## config.mk

```make
export PLATFORM = sky130hd
export DESIGN_NAME = iwu_irq_and_watchdog
export DESIGN_NICKNAME = d
export VERILOG_FILES = /design/src/verilog/iwu_prescaler.v /design/src/verilog/iwu_pin_watch.v /design/src/verilog/iwu_irq_and_watchdog.v
export VERILOG_INCLUDE_DIRS = /design/src /design/src/verilog
export SDC_FILE = /design/constraint.sdc
export NUM_CORES = 1
export LEC_CHECK = 0
export ABC_AREA = 0
export ABC_CLOCK_PERIOD_IN_PS = 5500
export BUFFER_PORTS_ARGS = -buffer_cell sky130_fd_sc_hd__buf_2
export CORE_ASPECT_RATIO = 1.5
export CORE_MARGIN = 1.5
export CORE_UTILIZATION = 42
export DETAILED_ROUTE_END_ITERATION = 8
export MAX_ROUTING_LAYER = met4
export PLACE_DENSITY = 0.64
export SETUP_SLACK_MARGIN = 0.05
export SYNTH_ARGS = -nofsm -noshare
export SYNTH_HDL_FRONTEND = slang
export SYNTH_HIERARCHICAL = 1
export SYNTH_SLANG_ARGS = --single-unit
```

## constraint.sdc

```tcl
create_clock -name clk -period 5.5 [get_ports clk]
set_input_delay 1.1 -clock clk [delete_from_list [all_inputs] [get_ports clk]]
set_output_delay 1.1 -clock clk [all_outputs]
set_load 0.01 [all_outputs]
```

## src/verilog/iwu_regs.vh

```
// Constants for the interrupt and watchdog unit.
// Assumes a 100 MHz clk; included by bare name.
`ifndef IWU_REGS_VH
`define IWU_REGS_VH
// Flag and enable register bit positions
`define IWU_BIT_T0 0
`define IWU_BIT_PB 1
`define IWU_BIT_EXT 2
`define IWU_BIT_T1 3
`define IWU_BIT_WDT 6
`define IWU_FLAG_RESET 8'h00
`define IWU_ENABLE_RESET 8'h00
// Vectors
`define IWU_VEC_TRAP 11'h001
`define IWU_VEC_HW 11'h008
// Watchdog base periods, in microseconds
`define IWU_WDT_US0 3500
`define IWU_WDT_US1 15000
`define IWU_WDT_US2 60000
`define IWU_WDT_US3 250000
`define IWU_CLK_MHZ 100
// Watchdog tick: one count per microsecond of the dedicated oscillator
`define IWU_TICK_DIV 100
// Register offsets on the plain port
`define IWU_ADDR_FLAG 3'h0
`define IWU_ADDR_ENABLE 3'h1
`define IWU_ADDR_POWER 3'h2
`define IWU_ADDR_PRESCALE 3'h3
`define IWU_ADDR_PINSEL 3'h4
`define IWU_ADDR_STATUS 3'h5
`define IWU_ADDR_GLOBAL 3'h6
// Power control resets with the watchdog run bit set
`define IWU_POWER_RESET 8'h80
`endif

```

## src/verilog/iwu_prescaler.v

```verilog
// Shared 8-bit prescaler, one pulse out per selected division.
// Assumes tick_in is a one-cycle pulse on clk.
`timescale 1ns/1ns
module iwu_prescaler (
    clk,
    reset,
    clear,
    tick_in,
    ratio_log2,
    tick_out
);
    input wire clk;
    input wire reset;
    input wire clear;
    input wire tick_in;
    input wire [3:0] ratio_log2;
    output reg tick_out;
    reg [7:0] count;
    wire [8:0] limit;
    assign limit = (9'h001 << ratio_log2) - 9'h001;
    always @(posedge clk) begin
        if (reset || clear) begin
            count <= 8'h00;
            tick_out <= 1'b0;
        end else begin
            tick_out <= 1'b0;
            if (tick_in) begin
                if ({1'b0, count} >= limit) begin
                    count <= 8'h00;
                    tick_out <= 1'b1;
                end else begin
                    count <= count + 8'h01;
                end
            end
        end
    end
endmodule // iwu_prescaler

```

## src/verilog/iwu_pin_watch.v

```verilog
// Port-B change detection on pins 0..5 and external-edge detection on pin 0.
// Assumes pins synchronous to clk; sample strobes one instruction clock.
`timescale 1ns/1ns
module iwu_pin_watch (
    clk,
    reset,
    sample,
    pins_in,
    pins_are_input,
    pin_change_select,
    ext_irq_select,
    ext_edge_select,
    change_seen,
    edge_seen
);
    input wire clk;
    input wire reset;
    input wire sample;
    input wire [5:0] pins_in;
    input wire [5:0] pins_are_input;
    input wire [5:0] pin_change_select;
    input wire ext_irq_select;
    input wire ext_edge_select;
    output reg change_seen;
    output reg edge_seen;
    reg [5:0] last;
    reg primed;
    wire [5:0] watch;
    wire [5:0] diff;
    genvar i;
    generate
        for (i = 0; i < 6; i = i + 1) begin : g_pin
            if (i == 0) begin : g_zero
                assign watch[i] = pins_are_input[i] & pin_change_select[i] &
                    ~ext_irq_select;
            end else begin : g_other
                assign watch[i] = pins_are_input[i] & pin_change_select[i];
            end
            assign diff[i] = watch[i] & (pins_in[i] ^ last[i]);
        end
    endgenerate
    always @(posedge clk) begin
        if (reset) begin
            last <= 6'h00;
            primed <= 1'b0;
            change_seen <= 1'b0;
            edge_seen <= 1'b0;
        end else begin
            change_seen <= 1'b0;
            edge_seen <= 1'b0;
            if (sample) begin
                // First sample after reset only loads, so idle-high pins give no false event
                last <= pins_in;
                primed <= 1'b1;
                change_seen <= primed & (|diff);
                // Edge select 1 picks falling edge
                edge_seen <= primed & ext_irq_select & (ext_edge_select ?
                    (last[0] & ~pins_in[0]) : (~last[0] & pins_in[0]));
            end
        end
    end
endmodule // iwu_pin_watch

```

## src/verilog/iwu_irq_and_watchdog.v

```verilog
// Interrupt controller with watchdog, prescaler share and vectoring.
// Assumes the core pulses instruction strobes for one cycle and clk is free running.
//
// Overview of operation
// - Watchdog counts on its own tick through standby or halt; halt entry clears its count.
// - Configured watchdog also needs runtime enable bit 7 of power control.
// - Timeout resets or interrupts per option, clearing timeout status flag.
// - Base timeout is 3.5, 15, 60 or 250 ms by two option bits.
// - Prescaler assign bit 1 gives prescaler to watchdog, 0 to timer0.
// - Watchdog ratios 1:1..1:128 in reset mode, 1:2..1:256 in interrupt mode.
// - Watchdog clear with prescaler assigned clears both, sets timeout status.
// - Interrupt-mode expiry sets flag bit 6; serviced with enables; firmware clears.
// - Trap instruction vectors to 0x001 always and clears global enable.
// - Return instruction sets global enable and resumes.
// - Global enable gates hardware interrupts; enable/disable instructions set/clear it.
// - Each event sets its sticky flag until firmware writes zero.
// - Flag reads as set only where its enable bit is 1.
// - Enabled flag with global enable vectors to 0x008, clearing global enable.
// - Timer0 wrap 0x00 to 0xFF sets timer0 flag.
// - Timer1 wrap 0xFF to 0x00 sets timer1 flag.
// - Selected input pins 0..5 changing level set port change flag.
// - External select disables change detection on pin zero.
// - Chosen edge on pin zero sets external flag when selected.
// - Halt entry clears watchdog, clears powerdown flag, sets timeout flag.
`include "iwu_regs.vh"
`timescale 1ns/1ns
module iwu_irq_and_watchdog (
    clk,
    reset,
    inst_tick,
    wdt_option_enable,
    wdt_option_irq_mode,
    wdt_option_period,
    reg_addr,
    reg_wdata,
    reg_write,
    reg_read,
    reg_rdata,
    watchdog_clear_instruction,
    enable_irq_instruction,
    disable_irq_instruction,
    return_from_irq_instruction,
    trap_instruction,
    halt_entry,
    timer0_wrap,
    timer1_wrap,
    timer0_prescaled_tick,
    timer0_source_tick,
    portb_in,
    portb_is_input,
    vector_take,
    vector_addr,
    global_irq_enable,
    watchdog_reset,
    timeout_status_flag,
    powerdown_status_flag
);
    input wire clk;
    input wire reset;
    input wire inst_tick;
    input wire wdt_option_enable;
    input wire wdt_option_irq_mode;
    input wire [1:0] wdt_option_period;
    input wire [2:0] reg_addr;
    input wire [7:0] reg_wdata;
    input wire reg_write;
    input wire reg_read;
    output reg [7:0] reg_rdata;
    input wire watchdog_clear_instruction;
    input wire enable_irq_instruction;
    input wire disable_irq_instruction;
    input wire return_from_irq_instruction;
    input wire trap_instruction;
    input wire halt_entry;
    input wire timer0_wrap;
    input wire timer1_wrap;
    output wire timer0_prescaled_tick;
    input wire timer0_source_tick;
    input wire [5:0] portb_in;
    input wire [5:0] portb_is_input;
    output reg vector_take;
    output reg [10:0] vector_addr;
    output reg global_irq_enable;
    output reg watchdog_reset;
    output reg timeout_status_flag;
    output reg powerdown_status_flag;

    // Local register indices on the plain port
    localparam [2:0] ADDR_FLAG = `IWU_ADDR_FLAG;
    localparam [2:0] ADDR_ENABLE = `IWU_ADDR_ENABLE;
    localparam [2:0] ADDR_POWER = `IWU_ADDR_POWER;
    localparam [2:0] ADDR_PRESCALE = `IWU_ADDR_PRESCALE;
    localparam [2:0] ADDR_PINSEL = `IWU_ADDR_PINSEL;
    localparam [2:0] ADDR_STATUS = `IWU_ADDR_STATUS;
    localparam [2:0] ADDR_GLOBAL = `IWU_ADDR_GLOBAL;

    localparam [2:0] ST_RUN = 3'b001;
    localparam [2:0] ST_TRAP = 3'b010;
    localparam [2:0] ST_HW = 3'b100;

    localparam [17:0] WDT_LIM0 = `IWU_WDT_US0;
    localparam [17:0] WDT_LIM1 = `IWU_WDT_US1;
    localparam [17:0] WDT_LIM2 = `IWU_WDT_US2;
    localparam [17:0] WDT_LIM3 = `IWU_WDT_US3;
    localparam [6:0] TICK_LAST = `IWU_TICK_DIV - 1;

    reg [7:0] irq_flag_reg;
    reg [7:0] irq_enable_reg;
    reg [7:0] power_control_reg;
    reg prescaler_assign_bit;
    reg [2:0] prescaler_rate_select;
    reg [5:0] pin_change_select;
    reg ext_irq_select;
    reg ext_edge_select;
    reg [6:0] osc_div;
    reg wdt_tick;
    reg [17:0] wdt_count;
    reg [17:0] wdt_limit;
    reg wdt_base_expire;
    reg [2:0] state;
    reg [2:0] next_state;
    reg [7:0] next_flag;
    reg [3:0] ratio_log2;
    reg psc_tick_in;
    reg psc_clear;
    wire psc_out;
    wire watchdog_run_enable;
    wire wdt_active;
    wire wdt_expire;
    wire port_change_evt;
    wire ext_evt;
    wire [7:0] events;
    wire pending;

    assign watchdog_run_enable = power_control_reg[7];
    assign wdt_active = wdt_option_enable & watchdog_run_enable;
    assign timer0_prescaled_tick = prescaler_assign_bit ? timer0_source_tick : psc_out;
    assign wdt_expire = prescaler_assign_bit ? psc_out : wdt_base_expire;

    // Dedicated watchdog oscillator emulated by a free-running divider
    always @(posedge clk) begin
        if (reset) begin
            osc_div <= 7'h00;
            wdt_tick <= 1'b0;
        end else begin
            wdt_tick <= (osc_div == TICK_LAST);
            osc_div <= (osc_div == TICK_LAST) ? 7'h00 : osc_div + 7'h01;
        end
    end

    always @* begin
        case (wdt_option_period)
            2'b00: wdt_limit = WDT_LIM0;
            2'b01: wdt_limit = WDT_LIM1;
            2'b10: wdt_limit = WDT_LIM2;
            default: wdt_limit = WDT_LIM3;
        endcase
    end

    always @(posedge clk) begin
        if (reset) begin
            wdt_count <= 18'h00000;
            wdt_base_expire <= 1'b0;
        end else begin
            wdt_base_expire <= 1'b0;
            if (halt_entry || (watchdog_clear_instruction && prescaler_assign_bit)) begin
                wdt_count <= 18'h00000;
            end else if (wdt_active && wdt_tick) begin
                if (wdt_count >= wdt_limit - 18'h00001) begin
                    wdt_count <= 18'h00000;
                    wdt_base_expire <= 1'b1;
                end else begin
                    wdt_count <= wdt_count + 18'h00001;
                end
            end
        end
    end

    // Prescaler source and ratio follow its assignment
    always @* begin
        if (prescaler_assign_bit) begin
            psc_tick_in = wdt_base_expire;
            ratio_log2 = {1'b0, prescaler_rate_select} +
                (wdt_option_irq_mode ? 4'h1 : 4'h0);
        end else begin
            psc_tick_in = timer0_source_tick;
            ratio_log2 = {1'b0, prescaler_rate_select} + 4'h1;
        end
        psc_clear = (reg_write && reg_addr == ADDR_PRESCALE) ||
            (watchdog_clear_instruction && prescaler_assign_bit);
    end

    iwu_prescaler u_prescaler (
        .clk(clk),
        .reset(reset),
        .clear(psc_clear),
        .tick_in(psc_tick_in),
        .ratio_log2(ratio_log2),
        .tick_out(psc_out)
    );

    iwu_pin_watch u_pins (
        .clk(clk),
        .reset(reset),
        .sample(inst_tick),
        .pins_in(portb_in),
        .pins_are_input(portb_is_input),
        .pin_change_select(pin_change_select),
        .ext_irq_select(ext_irq_select),
        .ext_edge_select(ext_edge_select),
        .change_seen(port_change_evt),
        .edge_seen(ext_evt)
    );

    // Watchdog flag only in interrupt mode; reset mode pulses watchdog_reset instead
    assign events = {1'b0, wdt_expire & wdt_active & wdt_option_irq_mode, 2'b00,
        timer1_wrap, ext_evt, port_change_evt, timer0_wrap};

    // A hardware set beats a firmware clear in the same cycle
    always @* begin
        next_flag = irq_flag_reg;
        if (reg_write && reg_addr == ADDR_FLAG) begin
            next_flag = reg_wdata & 8'h4f;
        end
        next_flag = next_flag | events;
    end

    assign pending = |(irq_flag_reg & irq_enable_reg) & global_irq_enable;

    always @* begin
        // Trap wins over a hardware vector; a return cycle holds the hardware vector off
        case (state)
            ST_RUN: begin
                if (trap_instruction) begin
                    next_state = ST_TRAP;
                end else if (pending && !return_from_irq_instruction) begin
                    next_state = ST_HW;
                end else begin
                    next_state = ST_RUN;
                end
            end
            ST_TRAP, ST_HW: begin
                // A trap right after a vector is still taken
                if (trap_instruction) begin
                    next_state = ST_TRAP;
                end else begin
                    next_state = ST_RUN;
                end
            end
            default: next_state = ST_RUN;
        endcase
    end

    always @(posedge clk) begin
        if (reset) begin
            state <= ST_RUN;
            irq_flag_reg <= `IWU_FLAG_RESET;
            irq_enable_reg <= `IWU_ENABLE_RESET;
            power_control_reg <= `IWU_POWER_RESET;
            prescaler_assign_bit <= 1'b0;
            prescaler_rate_select <= 3'h0;
            pin_change_select <= 6'h00;
            ext_irq_select <= 1'b0;
            ext_edge_select <= 1'b0;
            global_irq_enable <= 1'b0;
            vector_take <= 1'b0;
            vector_addr <= 11'h000;
            watchdog_reset <= 1'b0;
            timeout_status_flag <= 1'b1;
            powerdown_status_flag <= 1'b1;
        end else begin
            state <= next_state;
            irq_flag_reg <= next_flag;
            vector_take <= 1'b0;
            watchdog_reset <= 1'b0;
            // Instruction effects below override a register write in the same cycle
            if (reg_write) begin
                case (reg_addr)
                    ADDR_ENABLE: irq_enable_reg <= reg_wdata & 8'h4f;
                    ADDR_POWER: power_control_reg <= reg_wdata & 8'h80;
                    ADDR_PRESCALE: begin
                        prescaler_assign_bit <= reg_wdata[3];
                        prescaler_rate_select <= reg_wdata[2:0];
                    end
                    ADDR_PINSEL: begin
                        pin_change_select <= reg_wdata[5:0];
                        ext_irq_select <= reg_wdata[6];
                        ext_edge_select <= reg_wdata[7];
                    end
                    ADDR_GLOBAL: global_irq_enable <= reg_wdata[0];
                    default: ;
                endcase
            end
            if (enable_irq_instruction || return_from_irq_instruction) begin
                global_irq_enable <= 1'b1;
            end else if (disable_irq_instruction) begin
                global_irq_enable <= 1'b0;
            end
            if (next_state == ST_TRAP) begin
                global_irq_enable <= 1'b0;
                vector_take <= 1'b1;
                vector_addr <= `IWU_VEC_TRAP;
            end else if (next_state == ST_HW) begin
                global_irq_enable <= 1'b0;
                vector_take <= 1'b1;
                vector_addr <= `IWU_VEC_HW;
            end
            if (halt_entry) begin
                powerdown_status_flag <= 1'b0;
                timeout_status_flag <= 1'b1;
            end
            if (watchdog_clear_instruction && prescaler_assign_bit) begin
                timeout_status_flag <= 1'b1;
            end
            // Expiry comes last so a timeout beats a halt or clear in the same cycle
            if (wdt_expire && wdt_active) begin
                timeout_status_flag <= 1'b0;
                watchdog_reset <= ~wdt_option_irq_mode;
            end
        end
    end

    // Read data stands for the one cycle after the strobe, zero otherwise
    always @(posedge clk) begin
        if (reset) begin
            reg_rdata <= 8'h00;
        end else if (reg_read) begin
            case (reg_addr)
                ADDR_FLAG: reg_rdata <= irq_flag_reg & irq_enable_reg;
                ADDR_ENABLE: reg_rdata <= irq_enable_reg;
                ADDR_POWER: reg_rdata <= power_control_reg;
                ADDR_PRESCALE: reg_rdata <= {4'h0, prescaler_assign_bit, prescaler_rate_select};
                ADDR_PINSEL: reg_rdata <= {ext_edge_select, ext_irq_select, pin_change_select};
                ADDR_STATUS: reg_rdata <= {3'h0, timeout_status_flag, powerdown_status_flag, 3'h0};
                ADDR_GLOBAL: reg_rdata <= {7'h00, global_irq_enable};
                default: reg_rdata <= 8'h00;
            endcase
        end else begin
            reg_rdata <= 8'h00;
        end
    end
endmodule // iwu_irq_and_watchdog

```

==> reports/results.ini <==
[run_status]
status=finished, final reports clean

[finish]
top_regs=wdt_count: 18 flops, reg_rdata: 8 flops, u_prescaler/count: 8 flops
drive_gt1_share_pct=18.3
nFillCells=1051
fin_nets=654
largest_reg_flops=18
fin_util_pct=49.1
diodes=0
largest-register=wdt_count
area_growth_pct=12.8

[power_and_ir_drop]
p_leak_nw=2.24
ir_drop_uv=201
power.density_nw_per_um2=256

[floorplan]
rows=47
die_w_um=90.6
dieArea_um2=12200
start_util_pct=43.5
io_pins=66
core_area_um2=11100
die_y_um=134

[critical_path]
path_cells=buf_2 -> nand2b_1 -> ha_1 -> ha_1 -> xor2_1 -> nor2_1 -> nand2_1 -> ha_1 -> nand2b_1 -> a21oi_1 -> a21oi_1 -> ha_1 -> a21o_1 -> a221o_1 -> a41oi_2 -> nor3_2 -> o31ai_2
r2r_slack_ns=1.43
crit_top_cell=ha_1
max_stage_delay_ns=0.52
worstSetupPathDepth=17
endpoint_kind=flip-flop
worstSetupPathType=in2reg
worstSetupStartpointType=primary input
slowest_stage=xor2_1
reg2reg_depth=16
critPathRequiredTime_ns=5.76
crit_arrival_ns=4.78
critPathMaxFanout=12
cp_num_buf_inv=1
critPathTopFamily=compound AO/OA/AOI/OAI gates

[sta]
fin_tns_setup_ns=0
fin_crit_ns=4.52
clock_skew_ns=0.00846
tightest_slew_ns=0.935
rsz0062_at_grt=no
hold_violations=0
slew_violations=0
setup_violations=0
timing.final.crit_share_pct=82.2
max_slew_margin_pct=37.5
clock.fmax_ghz=0.221

[worst_hold_path]
min_path_type=reg2reg
hold_depth=1

[cts]
cts.hold.buffers_added=0
cts_buffer_depth=2
insertion_delay_ns=0.35
root_buffer=clkbuf_16
cts_setup_buffers=0
clk_pin_slew_ns=0.07
cts_resized=0
cts_tree=yes
cts_made_buffers=9
cts.sinks=86
htreeDepth=3

[route]
firstDrtPassIters=4
vias=3845
drt_iter0_drc=156
wl_mm=11.2
wl_per_cell_um=15.4
drt.antenna.violating_nets=0
drc=0
viasPerCell=5.30

[yosys]
synth_seq_area_share_pct=35.6
synthArstFlopShare_pct=0
postSynthAreaPerCell_um2=9.18
netlist_instances=527
synth_warnings=6
syn_area_um2=4840
ys_types=68
synth-seq-cells=86
synth_flop_cell=dfxtp_1
synth_edf_count=0

[global_route]
grt_max_degree=49
antenna_found_initial=0
grt_usage_pct=19.9
grt_pass1_wl_mm=18.8
grt-ovfl-total=0
grt_pass1_vias=4043

[job]
maxCapViolations=0

[place]
io_buffers=56
dp.final_hpwl_mm=8.44
gp_congestion=0.832

cells in the final DEF (no fill, tap or decap), types with 16 or more instances in the layout:
master   synthesis  final
a21oi_1         22     22
buf_2            4     56
dfxtp_1         86     86
ha_1            40     40
inv_1           17     17
mux2i_1         31     31
nand2_1         30     30
nand3_1         18     18
nor2_1          74     74
nor3_1          16     16
xnor2_1         18     18
xor2_1          18     18
where the power goes:
part	internal [mW]	total, mW	switching [mW]	leakage (nW)
clock	0.316	0.594	0.277	0.133
sequential	0.639	0.655	0.0157	0.698
combinational	0.0602	0.148	0.0877	1.41
total	1.02	1.40	0.381	2.24
cells in the mapped netlist (5+ instances only):
master / instances / area [um2]
ha_1: 40 / 500
xnor2_1: 18 / 158
inv_1: 17 / 63.8
a21oi_1: 22 / 110
o21ai_0: 9 / 45.0
xor2_1: 18 / 158
nor3_1: 16 / 80.1
dfxtp_1: 86 / 1720
mux2i_1: 31 / 310
nand2_1: 30 / 113
nand3b_1: 5 / 37.5
nor3b_1: 7 / 52.6
and3_1: 5 / 31.3
nor2_1: 74 / 278
nor2b_1: 10 / 62.6
a211oi_1: 7 / 52.6
clkbuf_1: 11 / 41.3
nand4_1: 5 / 31.3
nand3_1: 18 / 90.1
nor3_2: 14 / 140
buf_4: 10 / 75.1
final cells by class:
cell class              instances  area [um2]  area share [%]
clock buffers                   9         225            4.13
clock inverters                 7        67.6            1.24
inverters                      17        63.8            1.17
multi-input cells             402        2910            53.3
flip-flops and latches         86        1720            31.6
well taps                     147         184            3.37
repair buffers                 57         288            5.27
per-stage QoR:
step | cell area, um2 | cells | power (mW) | setup WS, ns | hold WS, ns
finish | 5460 | 725 | 1.40 | 0.981 | 0.439
global route | 5460 | 725 | 1.46 | 0.717 | 0.456
CTS | 5460 | 725 | 1.41 | 1.05 | 0.442
detailed placement | 5160 | 709 | 0.817 | 0.697 | 0.432
global placement | 5160 | 709 | 0.811 | 0.909 | 0.423
floorplan | 4870 | 535 | 0.770 | 1.20 | 0.413
worst paths after layout:
check                               startpoint                           endpoint
max                        wdt_option_irq_mode  u_prescaler/count[0]$_SDFFE_PP0P_
min                      osc_div[0]$_SDFF_PP0_              osc_div[0]$_SDFF_PP0_
max reg2reg  prescaler_assign_bit$_SDFFE_PP0P_  u_prescaler/count[0]$_SDFFE_PP0P_
min reg2reg              osc_div[0]$_SDFF_PP0_              osc_div[0]$_SDFF_PP0_
cell families (layout without fill, tap and decap cells):
| kind of cell | Yosys count | after routing | share of synthesized area [%] |
|---|---|---|---|
| xor+xnor | 36 | 36 | 6.52 |
| other cells | 1 | 9 | 0.0775 |
| buf+inv | 47 | 90 | 4.94 |
| flops | 86 | 86 | 35.6 |
| fa+ha+maj | 40 | 40 | 10.3 |
| mux | 34 | 34 | 7.11 |
| compound gates | 71 | 71 | 10.2 |
| simple gates | 212 | 212 | 25.2 |
routing by layer:
metal  global-route usage, %  share of wire, %
met5                       -                 0
met4                    8.91               2.4
met3                    3.57               3.4
met2                    35.3                52
met1                    21.4                42
Power figures use the tool's default switching activity.
